[config.mk]
export PLATFORM = sky130hd
export DESIGN_NAME = psmlc_top
export DESIGN_NICKNAME = d
export VERILOG_FILES = /design/src/core/psmlc_pkg.sv /design/src/core/psmlc_sync.sv /design/src/core/psmlc_top.sv
export SDC_FILE = /design/constraint.sdc
export NUM_CORES = 1
export LEC_CHECK = 0
export BUFFER_PORTS_ARGS = -buffer_cell sky130_fd_sc_hd__buf_4
export CAP_MARGIN = 10
export CORE_ASPECT_RATIO = 0.9
export CORE_MARGIN = 2
export CORE_UTILIZATION = 48
export DETAILED_ROUTE_END_ITERATION = 10
export PLACE_DENSITY = 0.79
export SLEW_MARGIN = 25
export SYNTH_ARGS = -nofsm -noshare
export SYNTH_HDL_FRONTEND = slang
export SYNTH_SLANG_ARGS = --single-unit
[constraint.sdc]
create_clock -name core_clk_in -period 3 [get_ports core_clk_in]
set_clock_uncertainty 0.05 [all_clocks]
set_input_delay 0.6 -clock core_clk_in [delete_from_list [all_inputs] [get_ports core_clk_in]]
set_output_delay 0.6 -clock core_clk_in [all_outputs]
set_load 0.05 [all_outputs]
[src/core/psmlc_pkg.sv]
// constants, carriers and mode encodings of the strap, pin-mux and led block
package psmlc_pkg;

  ////////////////////////////////////////////////////////////////////////////////
  // timing
  localparam int CLK_PERIOD_NS = 50;
  localparam int RESET_MIN_NS = 1000;
  localparam int RESET_MIN_CYCLES = (RESET_MIN_NS + CLK_PERIOD_NS - 1) / CLK_PERIOD_NS;
  localparam logic [4:0] RESET_MIN_COUNT = 5'(RESET_MIN_CYCLES);
  localparam logic [4:0] RESET_CNT_INIT = 5'h00;

  ////////////////////////////////////////////////////////////////////////////////
  // register map, byte addresses
  localparam logic [3:0] CTRL_OFFSET = 4'h0;
  localparam logic [3:0] STATUS_OFFSET = 4'h4;
  localparam logic [3:0] LED_OFFSET = 4'h8;

  // control fields
  localparam int CTRL_LED_BLANK_BIT = 0;
  localparam int CTRL_RATE_GATE_BIT = 1;
  localparam logic [1:0] CTRL_RESET = 2'h2;

  // status fields
  localparam int STAT_MODE_LSB = 0;
  localparam int STAT_ADDR_LSB = 4;
  localparam int STAT_FORCE_FAST_BIT = 9;
  localparam int STAT_AUTONEG_EN_BIT = 10;
  localparam int STAT_COMBO_BIT = 11;
  localparam int STAT_SLAVE_LINK_BIT = 12;
  localparam int STAT_SCRAMBLE_BYP_BIT = 13;
  localparam int STAT_LOOPBACK_BIT = 14;
  localparam int STAT_RATE_GATE_BIT = 15;
  localparam int STAT_MAC_FLAVOUR_BIT = 16;

  // led fields
  localparam int LED_ACT_BIT = 0;
  localparam int LED_LINK_BIT = 1;
  localparam int LED_SPEED_BIT = 2;
  localparam int LED_FDX_LOW_BIT = 3;

  ////////////////////////////////////////////////////////////////////////////////
  // types
  typedef enum logic [1:0] {
    PSMLC_MODE_ADAPTER = 2'b00,
    PSMLC_MODE_REPEATER = 2'b01,
    PSMLC_MODE_TEST = 2'b10
  } psmlc_mode_type;

  // pin inputs, asynchronous to the core clock
  typedef struct packed {
    logic repeater_select;
    logic test_enable;
    logic port_output_enable;
    logic force_fast_speed;
    logic [4:0] phy_addr;
    logic autoneg_disable;
    logic scramble_bypass;
    logic loopback_en;
    logic full_duplex_low;
    logic rx_congestion;
  } psmlc_pins_type;

  // status from the datapath, same clock
  typedef struct packed {
    logic tx_active;
    logic rx_active;
    logic link_valid;
    logic speed_fast;
    logic duplex_full;
    logic hcd_tx_fd;
    logic rate_permit;
    logic test_out_data;
  } psmlc_core_type;

  // avalon-mm slave request
  typedef struct packed {
    logic read;
    logic write;
    logic [3:0] address;
    logic [3:0] byteenable;
    logic [31:0] writedata;
  } psmlc_avs_req_type;

endpackage

[src/core/psmlc_sync.sv]
// two flip-flop synchroniser bank for pin inputs
`timescale 1ns/1ps
module psmlc_sync #(
  parameter int WIDTH = 1
) (
  input wire logic core_clk_in,
  input wire logic rst_n_in,
  input wire logic [WIDTH-1:0] data_in,
  output logic [WIDTH-1:0] data_out
);

  logic [WIDTH-1:0] meta;

  // first stage feeds only the second
  always_ff @(posedge core_clk_in or negedge rst_n_in) begin
    if (!rst_n_in) begin
      meta <= '0;
      data_out <= '0;
    end else begin
      meta <= data_in;
      data_out <= meta;
    end
  end

endmodule

[src/core/psmlc_top.sv]
// strap decode, dual-function pin routing, flow-control gating and leds
// Behaviour
// - repeater select high gives repeater mode, low adapter mode; sets the address, speed, auto-negotiation, duplex, port-enable and congestion pin meanings
// - repeater mode with port enable low floats the receive outputs
// - test enable high switches shared pins to their test functions
// - in test, the transmit-ready pin carries test output data
// - in test, address bits 4, 1, 0 are test input, execute, clock
// - repeater mode takes the five-bit management address from strap pins
// - repeater mode forces 100 Mbps when force-speed is high, else 10 Mbps
// - adapter full duplex: same pin picks companion or generic mac flavour
// - repeater mode disables auto-negotiation while its disable strap, as loaded at the last mode change, is high
// - adapter mode with combo enable turns slave pins into slave handshake
// - adapter combo mode drives slave tristate active; slave then floats outputs
// - scramble bypass high bypasses scrambler and descrambler
// - loopback input high runs the diagnostic loopback
// - reset acts while asserted; pulse held at least 1 us
// - adapter mode drives full-duplex pin low for full duplex result
// - repeater reads full-duplex pin for advertisement; enables rate gating on tx fd
// - with rate gating outside test, transmit ready follows the permit to transmit
// - activity led on while transmit or receive activity is present
// - link led on while a valid link exists at 10 or 100 Mbps
// - speed led on at 100 Mbps, off at 10 Mbps
//
// Local design decisions: the address map and register access over Avalon-MM.
`timescale 1ns/1ps
module psmlc_top (
  input wire logic core_clk_in,
  input wire logic reset_n_in,
  input wire psmlc_pkg::psmlc_pins_type pins_in,
  input wire psmlc_pkg::psmlc_core_type core_in,
  input wire psmlc_pkg::psmlc_avs_req_type avs_req_in,
  output logic avs_waitrequest_out,
  output logic [31:0] avs_readdata_out,
  output logic rx_output_enable_n_out,
  output logic tx_ready_gate_out,
  output logic test_in_out,
  output logic test_exec_out,
  output logic test_clk_out,
  output logic [4:0] phy_address_out,
  output logic force_speed_fast_out,
  output logic autoneg_enable_out,
  output logic mac_flavour_select_out,
  output logic combo_mode_out,
  output logic slave_tristate_out,
  output logic slave_tristate_oe_n_out,
  output logic slave_link_ok_out,
  output logic scramble_bypass_out,
  output logic loopback_en_out,
  output logic advertise_full_duplex_out,
  output logic rate_gate_enable_out,
  output logic rx_congestion_out,
  output logic full_duplex_low_out,
  output logic full_duplex_low_oe_n_out,
  output logic activity_led_out,
  output logic link_led_out,
  output logic speed_led_a_out
);
  import psmlc_pkg::*;

  ////////////////////////////////////////////////////////////////////////////////
  // reset release and stretch

  logic reset_meta_n;
  logic reset_sync_n;
  logic [4:0] rst_cnt;
  logic core_rst_n;

  // two-flop release of the asynchronous reset
  always_ff @(posedge core_clk_in or negedge reset_n_in) begin
    if (!reset_n_in) begin
      reset_meta_n <= 1'b0;
      reset_sync_n <= 1'b0;
    end else begin
      reset_meta_n <= 1'b1;
      reset_sync_n <= reset_meta_n;
    end
  end

  // hold the core in reset for at least the minimum pulse width
  always_ff @(posedge core_clk_in or negedge reset_sync_n) begin
    if (!reset_sync_n) begin
      rst_cnt <= RESET_CNT_INIT;
      core_rst_n <= 1'b0;
    end else begin
      if (rst_cnt != RESET_MIN_COUNT) begin
        rst_cnt <= rst_cnt + 5'h01;
      end
      core_rst_n <= (rst_cnt == RESET_MIN_COUNT);
    end
  end

  ////////////////////////////////////////////////////////////////////////////////
  // pin synchronisation and strap capture

  psmlc_pins_type pins_s;
  psmlc_pins_type cfg;
  logic cfg_valid;
  logic last_rpt;
  logic last_test;

  psmlc_sync #(
    .WIDTH($bits(psmlc_pins_type))
  ) u_pin_sync (
    .core_clk_in(core_clk_in),
    .rst_n_in(core_rst_n),
    .data_in(pins_in),
    .data_out(pins_s)
  );

  // reload when repeater or test select moves
  wire cfg_load = !cfg_valid || (pins_s.repeater_select != last_rpt) ||
                  (pins_s.test_enable != last_test);

  // strap snapshot held as configuration
  always_ff @(posedge core_clk_in or negedge core_rst_n) begin
    if (!core_rst_n) begin
      cfg <= '0;
      cfg_valid <= 1'b0;
      last_rpt <= 1'b0;
      last_test <= 1'b0;
    end else begin
      if (cfg_load) begin
        cfg <= pins_s;
      end
      cfg_valid <= 1'b1;
      last_rpt <= pins_s.repeater_select;
      last_test <= pins_s.test_enable;
    end
  end

  ////////////////////////////////////////////////////////////////////////////////
  // mode decode

  psmlc_mode_type mode;
  wire psmlc_mode_type next_mode = cfg.test_enable ? PSMLC_MODE_TEST :
      (cfg.repeater_select ? PSMLC_MODE_REPEATER : PSMLC_MODE_ADAPTER);

  always_ff @(posedge core_clk_in or negedge core_rst_n) begin
    if (!core_rst_n) begin
      mode <= PSMLC_MODE_ADAPTER;
    end else begin
      mode <= next_mode;
    end
  end

  logic in_test;
  always_comb begin
    in_test = 1'b0;
    unique case (mode)
      PSMLC_MODE_ADAPTER: in_test = 1'b0;
      PSMLC_MODE_REPEATER: in_test = 1'b0;
      PSMLC_MODE_TEST: in_test = 1'b1;
      default: in_test = 1'b0;
    endcase
  end

  // repeater meaning holds outside test as well for non-test pins
  wire is_repeater = cfg.repeater_select;
  wire is_adapter = !cfg.repeater_select;

  ////////////////////////////////////////////////////////////////////////////////
  // control register and derived pin functions

  logic [1:0] ctrl;
  wire led_blank = ctrl[CTRL_LED_BLANK_BIT];
  wire rate_gate_sw = ctrl[CTRL_RATE_GATE_BIT];

  // combo handshake only in adapter mode
  wire combo = is_adapter && cfg.autoneg_disable;
  wire slave_link = combo && !pins_s.phy_addr[2];
  wire adv_fdx = is_repeater && !pins_s.full_duplex_low;
  wire mac_flavour = is_adapter && core_in.duplex_full && cfg.force_fast_speed;
  wire rate_gate = rate_gate_sw && (is_repeater ? (adv_fdx && core_in.hcd_tx_fd) :
                   (mac_flavour && core_in.duplex_full));
  wire rx_float = is_repeater && !pins_s.port_output_enable;

  // transmit-ready pin: test data, gated permit, or free
  wire next_tx_ready = in_test ? core_in.test_out_data :
                       (rate_gate ? core_in.rate_permit : 1'b1);

  // test ports reuse the address straps live
  wire next_test_in = in_test && pins_s.phy_addr[4];
  wire next_test_exec = in_test && pins_s.phy_addr[1];
  wire next_test_clk = in_test && pins_s.phy_addr[0];

  wire [4:0] next_addr = is_repeater ? cfg.phy_addr : 5'h00;
  wire next_force_fast = is_repeater && cfg.force_fast_speed;
  wire next_autoneg_en = !(is_repeater && cfg.autoneg_disable);
  wire next_cong = is_adapter && rate_gate && core_in.duplex_full &&
                   pins_s.rx_congestion;

  // leds, blanked by software; duplex pin level not blanked
  wire next_act = !led_blank && (core_in.tx_active || core_in.rx_active);
  wire next_link = !led_blank && core_in.link_valid;
  wire next_speed = !led_blank && core_in.speed_fast;
  wire next_fdx_low = !core_in.duplex_full;

  ////////////////////////////////////////////////////////////////////////////////
  // registered pin outputs

  always_ff @(posedge core_clk_in or negedge core_rst_n) begin
    if (!core_rst_n) begin
      rx_output_enable_n_out <= 1'b1;
      tx_ready_gate_out <= 1'b0;
      test_in_out <= 1'b0;
      test_exec_out <= 1'b0;
      test_clk_out <= 1'b0;
      phy_address_out <= 5'h00;
      force_speed_fast_out <= 1'b0;
      autoneg_enable_out <= 1'b1;
    end else begin
      rx_output_enable_n_out <= rx_float;
      tx_ready_gate_out <= next_tx_ready;
      test_in_out <= next_test_in;
      test_exec_out <= next_test_exec;
      test_clk_out <= next_test_clk;
      phy_address_out <= next_addr;
      force_speed_fast_out <= next_force_fast;
      autoneg_enable_out <= next_autoneg_en;
    end
  end

  // configuration and handshake outputs
  always_ff @(posedge core_clk_in or negedge core_rst_n) begin
    if (!core_rst_n) begin
      mac_flavour_select_out <= 1'b0;
      combo_mode_out <= 1'b0;
      slave_tristate_out <= 1'b0;
      slave_tristate_oe_n_out <= 1'b1;
      slave_link_ok_out <= 1'b0;
      scramble_bypass_out <= 1'b0;
      loopback_en_out <= 1'b0;
      advertise_full_duplex_out <= 1'b0;
      rate_gate_enable_out <= 1'b0;
      rx_congestion_out <= 1'b0;
    end else begin
      mac_flavour_select_out <= mac_flavour;
      combo_mode_out <= combo;
      slave_tristate_out <= combo;
      slave_tristate_oe_n_out <= !combo;
      slave_link_ok_out <= slave_link;
      scramble_bypass_out <= pins_s.scramble_bypass;
      loopback_en_out <= pins_s.loopback_en;
      advertise_full_duplex_out <= adv_fdx;
      rate_gate_enable_out <= rate_gate;
      rx_congestion_out <= next_cong;
    end
  end

  // duplex pin and leds
  always_ff @(posedge core_clk_in or negedge core_rst_n) begin
    if (!core_rst_n) begin
      full_duplex_low_out <= 1'b1;
      full_duplex_low_oe_n_out <= 1'b1;
      activity_led_out <= 1'b0;
      link_led_out <= 1'b0;
      speed_led_a_out <= 1'b0;
    end else begin
      full_duplex_low_out <= next_fdx_low;
      full_duplex_low_oe_n_out <= is_repeater;
      activity_led_out <= next_act;
      link_led_out <= next_link;
      speed_led_a_out <= next_speed;
    end
  end

  ////////////////////////////////////////////////////////////////////////////////
  // avalon-mm slave, one wait cycle per access

  logic ack;
  wire bus_req = avs_req_in.read || avs_req_in.write;
  wire next_ack = bus_req && !ack;
  wire wr_fire = avs_req_in.write && ack;
  wire ctrl_hit = avs_req_in.address == CTRL_OFFSET;
  assign avs_waitrequest_out = bus_req && !ack;

  logic [31:0] status_word;
  logic [31:0] led_word;
  always_comb begin
    status_word = 32'h0000_0000;
    status_word[STAT_MODE_LSB +: 2] = mode;
    status_word[STAT_ADDR_LSB +: 5] = cfg.phy_addr;
    status_word[STAT_FORCE_FAST_BIT] = force_speed_fast_out;
    status_word[STAT_AUTONEG_EN_BIT] = autoneg_enable_out;
    status_word[STAT_COMBO_BIT] = combo_mode_out;
    status_word[STAT_SLAVE_LINK_BIT] = slave_link_ok_out;
    status_word[STAT_SCRAMBLE_BYP_BIT] = scramble_bypass_out;
    status_word[STAT_LOOPBACK_BIT] = loopback_en_out;
    status_word[STAT_RATE_GATE_BIT] = rate_gate_enable_out;
    status_word[STAT_MAC_FLAVOUR_BIT] = mac_flavour_select_out;
    led_word = 32'h0000_0000;
    led_word[LED_ACT_BIT] = activity_led_out;
    led_word[LED_LINK_BIT] = link_led_out;
    led_word[LED_SPEED_BIT] = speed_led_a_out;
    led_word[LED_FDX_LOW_BIT] = full_duplex_low_out;
  end

  // read selection, unmapped reads zero
  wire [31:0] rd_mux = ctrl_hit ? {30'h0, ctrl} :
      (avs_req_in.address == STATUS_OFFSET) ? status_word :
      (avs_req_in.address == LED_OFFSET) ? led_word : 32'h0000_0000;

  always_ff @(posedge core_clk_in or negedge core_rst_n) begin
    if (!core_rst_n) begin
      ack <= 1'b0;
      avs_readdata_out <= 32'h0000_0000;
      ctrl <= CTRL_RESET;
    end else begin
      ack <= next_ack;
      if (next_ack && avs_req_in.read) begin
        avs_readdata_out <= rd_mux;
      end
      if (wr_fire && ctrl_hit && avs_req_in.byteenable[0]) begin
        ctrl <= avs_req_in.writedata[1:0];
      end
    end
  end
endmodule

==> impl_metrics.xml <==
<?xml version="1.0" encoding="UTF-8"?>
<metrics>
  <group name="synthesis">
    <metric name="synth-adder-area-share" unit="%">0.746</metric>
    <metric name="postSynthCellCount" unit="">221</metric>
    <metric name="synth_top_cell_by_area" unit="">sky130_fd_sc_hd__dfrtp_1</metric>
    <metric name="synth.mux.area_fraction" unit="%">4.25</metric>
    <metric name="yosysWarnings" unit="">0</metric>
    <metric name="async_flop_share" unit="%">100</metric>
    <metric name="synthDistinctLibCells" unit="">38</metric>
    <metric name="synthTopCellsByArea" unit="">sky130_fd_sc_hd__dfrtp_1, sky130_fd_sc_hd__dfstp_2, sky130_fd_sc_hd__buf_4</metric>
    <metric name="post_synthesis_sequential_element_count" unit="">96</metric>
    <metric name="post_synth_most_frequent_cells" unit="">sky130_fd_sc_hd__dfrtp_1, sky130_fd_sc_hd__buf_4, sky130_fd_sc_hd__a22o_1</metric>
    <metric name="share_of_the_synthesized_area_in_the_top_cell_type" unit="%">67.2</metric>
    <metric name="yosys.cell_count.top_type" unit="">sky130_fd_sc_hd__dfrtp_1</metric>
    <metric name="post_synth_and_or_nand_nor_area_fraction" unit="%">9.55</metric>
    <metric name="yosys.area_share.xor_xnor" unit="%">1.79</metric>
    <metric name="largest_family_of_logic_cells_by_synthesized_area" unit="">simple AND/OR/NAND/NOR gates</metric>
    <metric name="synth_compound_gate_area_share" unit="%">5.93</metric>
    <metric name="synth-edff-count" unit="">0</metric>
    <metric name="syn_area" unit="mm^2">0.00335</metric>
    <metric name="synth_area_per_cell" unit="um^2">15.2</metric>
    <metric name="synth_flop_cell" unit="">sky130_fd_sc_hd__dfrtp_1</metric>
    <metric name="synth_seq_area_share" unit="%">71.9</metric>
  </group>
  <group name="worst_setup_path">
    <metric name="number_of_buffer_and_inverter_stages_on_the_critical_path" unit="">1</metric>
    <metric name="r2r.worst_path.cells" unit="">4</metric>
    <metric name="timing.setup.critical_path_class" unit="">reg2out</metric>
    <metric name="worstPathArrival" unit="ns">1.11</metric>
    <metric name="critical-path-max-stage-delay" unit="ns">0.40</metric>
    <metric name="crit_path_start_kind" unit="">flop</metric>
    <metric name="critPathMaxFanout" unit="">3</metric>
    <metric name="required" unit="ns">2.35</metric>
    <metric name="critPathCaptureType" unit="">primary output</metric>
    <metric name="slowest_stage" unit="">sky130_fd_sc_hd__dfrtp_1</metric>
    <metric name="regToRegEndpoint" unit="">avs_readdata_out[13]</metric>
    <metric name="crit_family" unit="">flip-flops</metric>
    <metric name="worstPathCellList" unit="">nor2_1 &gt; buf_4</metric>
    <metric name="source_of_the_worst_register_to_register_timing_path" unit="">ack</metric>
    <metric name="ff2ff_setup_slack" unit="ns">1.27</metric>
  </group>
  <group name="final_layout">
    <metric name="layout.area.seq" unit="mm^2">0.00241</metric>
    <metric name="fill_cell_instance_count_of_the_final_layout" unit="">539</metric>
    <metric name="area_taken_by_multi_input_logic_gates" unit="um^2">811</metric>
    <metric name="insertedDiodeCount" unit="">0</metric>
    <metric name="post_route_cells_drive_above_1_share" unit="%">37.6</metric>
    <metric name="utilization" unit="%">62.8</metric>
    <metric name="nNetsFinal" unit="">374</metric>
    <metric name="synthToLayoutAreaGrowth" unit="%">24.7</metric>
  </group>
  <group name="sta">
    <metric name="count_of_final_max_slew_check_failures" unit="">0</metric>
    <metric name="hold_viol" unit="">0</metric>
    <metric name="timing.final.crit_share" unit="%">58.7</metric>
    <metric name="grt_setup_unrepaired" unit="">false</metric>
    <metric name="timing.max_slew.rel_slack" unit="%">45.8</metric>
    <metric name="finalWorstPathRequiredPeriod" unit="ns">1.76</metric>
    <metric name="setup_violations" unit="">0</metric>
    <metric name="postLayoutSetupSlackWorst" unit="ns">1.24</metric>
    <metric name="finalSetupTns" unit="ns">0</metric>
    <metric name="max_freq" unit="GHz">0.568</metric>
    <metric name="worst_slew_pin_slew" unit="ns">0.808</metric>
  </group>
  <group name="clock_network">
    <metric name="inserted_clock_buffers" unit="">9</metric>
    <metric name="max-clock-path-buffers" unit="">2</metric>
    <metric name="htree_num_levels" unit="">3</metric>
    <metric name="post_cts.repair.setup_buffers" unit="">0</metric>
    <metric name="clk_transition_reported_paths" unit="ns">0.09</metric>
    <metric name="cts_hold_fix_bufs" unit="">1</metric>
    <metric name="insertion_delay" unit="ns">0.34</metric>
    <metric name="numClockSinks" unit="">96</metric>
    <metric name="cts_tree" unit="">built</metric>
    <metric name="postCtsResizedCells" unit="">0</metric>
    <metric name="cts.root.buffer_cell" unit="">sky130_fd_sc_hd__clkbuf_8</metric>
  </group>
  <group name="run_status">
    <metric name="status" unit="">finished, final reports clean</metric>
  </group>
  <group name="placement">
    <metric name="hpwlAfterDp" unit="mm">3.86</metric>
    <metric name="gp_congestion" unit="">0.739</metric>
    <metric name="post-place-ws" unit="ns">1.09</metric>
    <metric name="port_buffers" unit="">77</metric>
  </group>
  <group name="grt">
    <metric name="gr-total-overflow" unit="">0</metric>
    <metric name="grt_use_total" unit="%">15.5</metric>
    <metric name="grt_pass1_wl" unit="mm">9.03</metric>
    <metric name="initial_antenna_violation_count" unit="">0</metric>
    <metric name="grt_start_max_net_pins" unit="">89</metric>
    <metric name="number_of_global_route_vias_before_repair" unit="">1847</metric>
  </group>
  <group name="power">
    <metric name="leakagePower" unit="nW">2.01</metric>
    <metric name="power-per-cell-area" unit="mW/mm^2">621</metric>
    <metric name="ir_drop" unit="mV">0.343</metric>
  </group>
  <group name="routing">
    <metric name="drt_first_pass_iters" unit="">4</metric>
    <metric name="route.final.wire_length" unit="mm">5.45</metric>
    <metric name="vias" unit="">1858</metric>
    <metric name="drt_iter0_drc" unit="">81</metric>
    <metric name="antenna_left" unit="">0</metric>
    <metric name="avgViaCountPerCell" unit="">4.63</metric>
    <metric name="routedWlPerCell" unit="um">13.6</metric>
    <metric name="number_of_drc_violations_after_detailed_routing" unit="">0</metric>
  </group>
  <group name="die">
    <metric name="initial_utilization" unit="%">50.4</metric>
    <metric name="dieArea" unit="mm^2">0.00767</metric>
    <metric name="pin_count" unit="">126</metric>
    <metric name="num_rows" unit="">28</metric>
    <metric name="fp.coreArea" unit="mm^2">0.00666</metric>
    <metric name="die_height" unit="um">83.3</metric>
    <metric name="die_width" unit="um">92.1</metric>
  </group>
  <group name="flow_run">
    <metric name="max-cap-violations" unit="">0</metric>
  </group>
  <group name="min_path">
    <metric name="hold_class" unit="">reg2async</metric>
  </group>
</metrics>
## sequential cells by signal (all words and copies together), names as in the netlist, 2 cells and up
name	count
cfg	8
ctrl	2
rst_cnt	5
avs_readdata_out	17
u_pin_sync.data_out	14
mode	2
phy_address_out	5
u_pin_sync.meta	14
## cell families after synthesis
logic type                 count (synthesis)
other                                      2
and+or+nand+nor                           49
AOI/OAI and AO/OA                         26
buffers and inverters                     30
muxes                                     10
DFF                                       96
adders and majority gates                  2
xor gates and xnor gates                   6
## worst register-to-register path: stages (launching register included)
cell	delay (ns)
sky130_fd_sc_hd__dfrtp_1	0.40
sky130_fd_sc_hd__nand2b_1	0.14
sky130_fd_sc_hd__buf_4	0.21
sky130_fd_sc_hd__nor4_4	0.63
sky130_fd_sc_hd__a22o_1	0.24
## metal layers
layer | track usage [%] | routed length [um] | vias to the layer above | share of wire [%]
met5 | 0 | 0 | - | 0
met4 | 6.92 | 60 | 0 | 1.1
met3 | 4.36 | 297 | 4 | 5.5
met2 | 24.3 | 2820 | 53 | 52
met1 | 20.1 | 2270 | 927 | 42
li1 | - | - | 874 | -
## per-stage QoR
| stage | instance area, um^2 | hold WS (ns) | power (mW) | instances |
|---|---|---|---|---|
| 2_1_floorplan | 3410 | 0.0178 | 1.71 | 236 |
| 3_3_place_gp | 3960 | 0.0392 | 1.80 | 383 |
| 3_5_place_dp | 3960 | 0.0484 | 1.81 | 383 |
| 4_1_cts | 4160 | 0.0583 | 2.62 | 400 |
| 5_1_grt | 4180 | 0.0767 | 2.71 | 401 |
| 6_report | 4180 | 0.0508 | 2.60 | 401 |
## layout make-up
cell class | instances | share of cell area, %
flip-flops and latches | 96 | 57.7
multi-input cells | 110 | 19.4
repair buffers | 80 | 14.7
clock buffers | 10 | 3.05
well taps | 90 | 2.69
clock inverters | 6 | 1.65
inverters | 9 | 0.808
## power by group
| part | switching [mW] | internal, mW | total [mW] | leakage (nW) |
|---|---|---|---|---|
| Combinational | 0.238 | 0.122 | 0.361 | 0.797 |
| Sequential | 0.0454 | 1.38 | 1.42 | 1.12 |
| Clock | 0.424 | 0.390 | 0.814 | 0.0968 |
## worst max path at each step
stage | start | to | cells after the start
after floorplan | core_rst_n | ack | 0
after global placement | avs_req_in[41] | avs_readdata_out[7] | 5
after detailed placement | avs_req_in[41] | avs_readdata_out[10] | 5
after CTS | ack | avs_waitrequest_out | 2
after global routing | ack | avs_readdata_out[4] | 4
final | ack | avs_waitrequest_out | 2
## layout by cell type, fill, tap and decap left out, types with 8 or more instances in the layout
cell type / synthesis / layout
sky130_fd_sc_hd__inv_1: 9 / 9
sky130_fd_sc_hd__a22o_1: 13 / 13
sky130_fd_sc_hd__buf_4: 16 / 78
sky130_fd_sc_hd__dfrtp_1: 90 / 89
sky130_fd_sc_hd__and2_1: 9 / 9
sky130_fd_sc_hd__mux2_4: 8 / 8
sky130_fd_sc_hd__conb_1: 2 / 17
sky130_fd_sc_hd__nor2_1: 9 / 9
sky130_fd_sc_hd__clkbuf_8: 0 / 9
sky130_fd_sc_hd__nand2_1: 9 / 9
No activity file was read; power rests on OpenSTA's default activity.
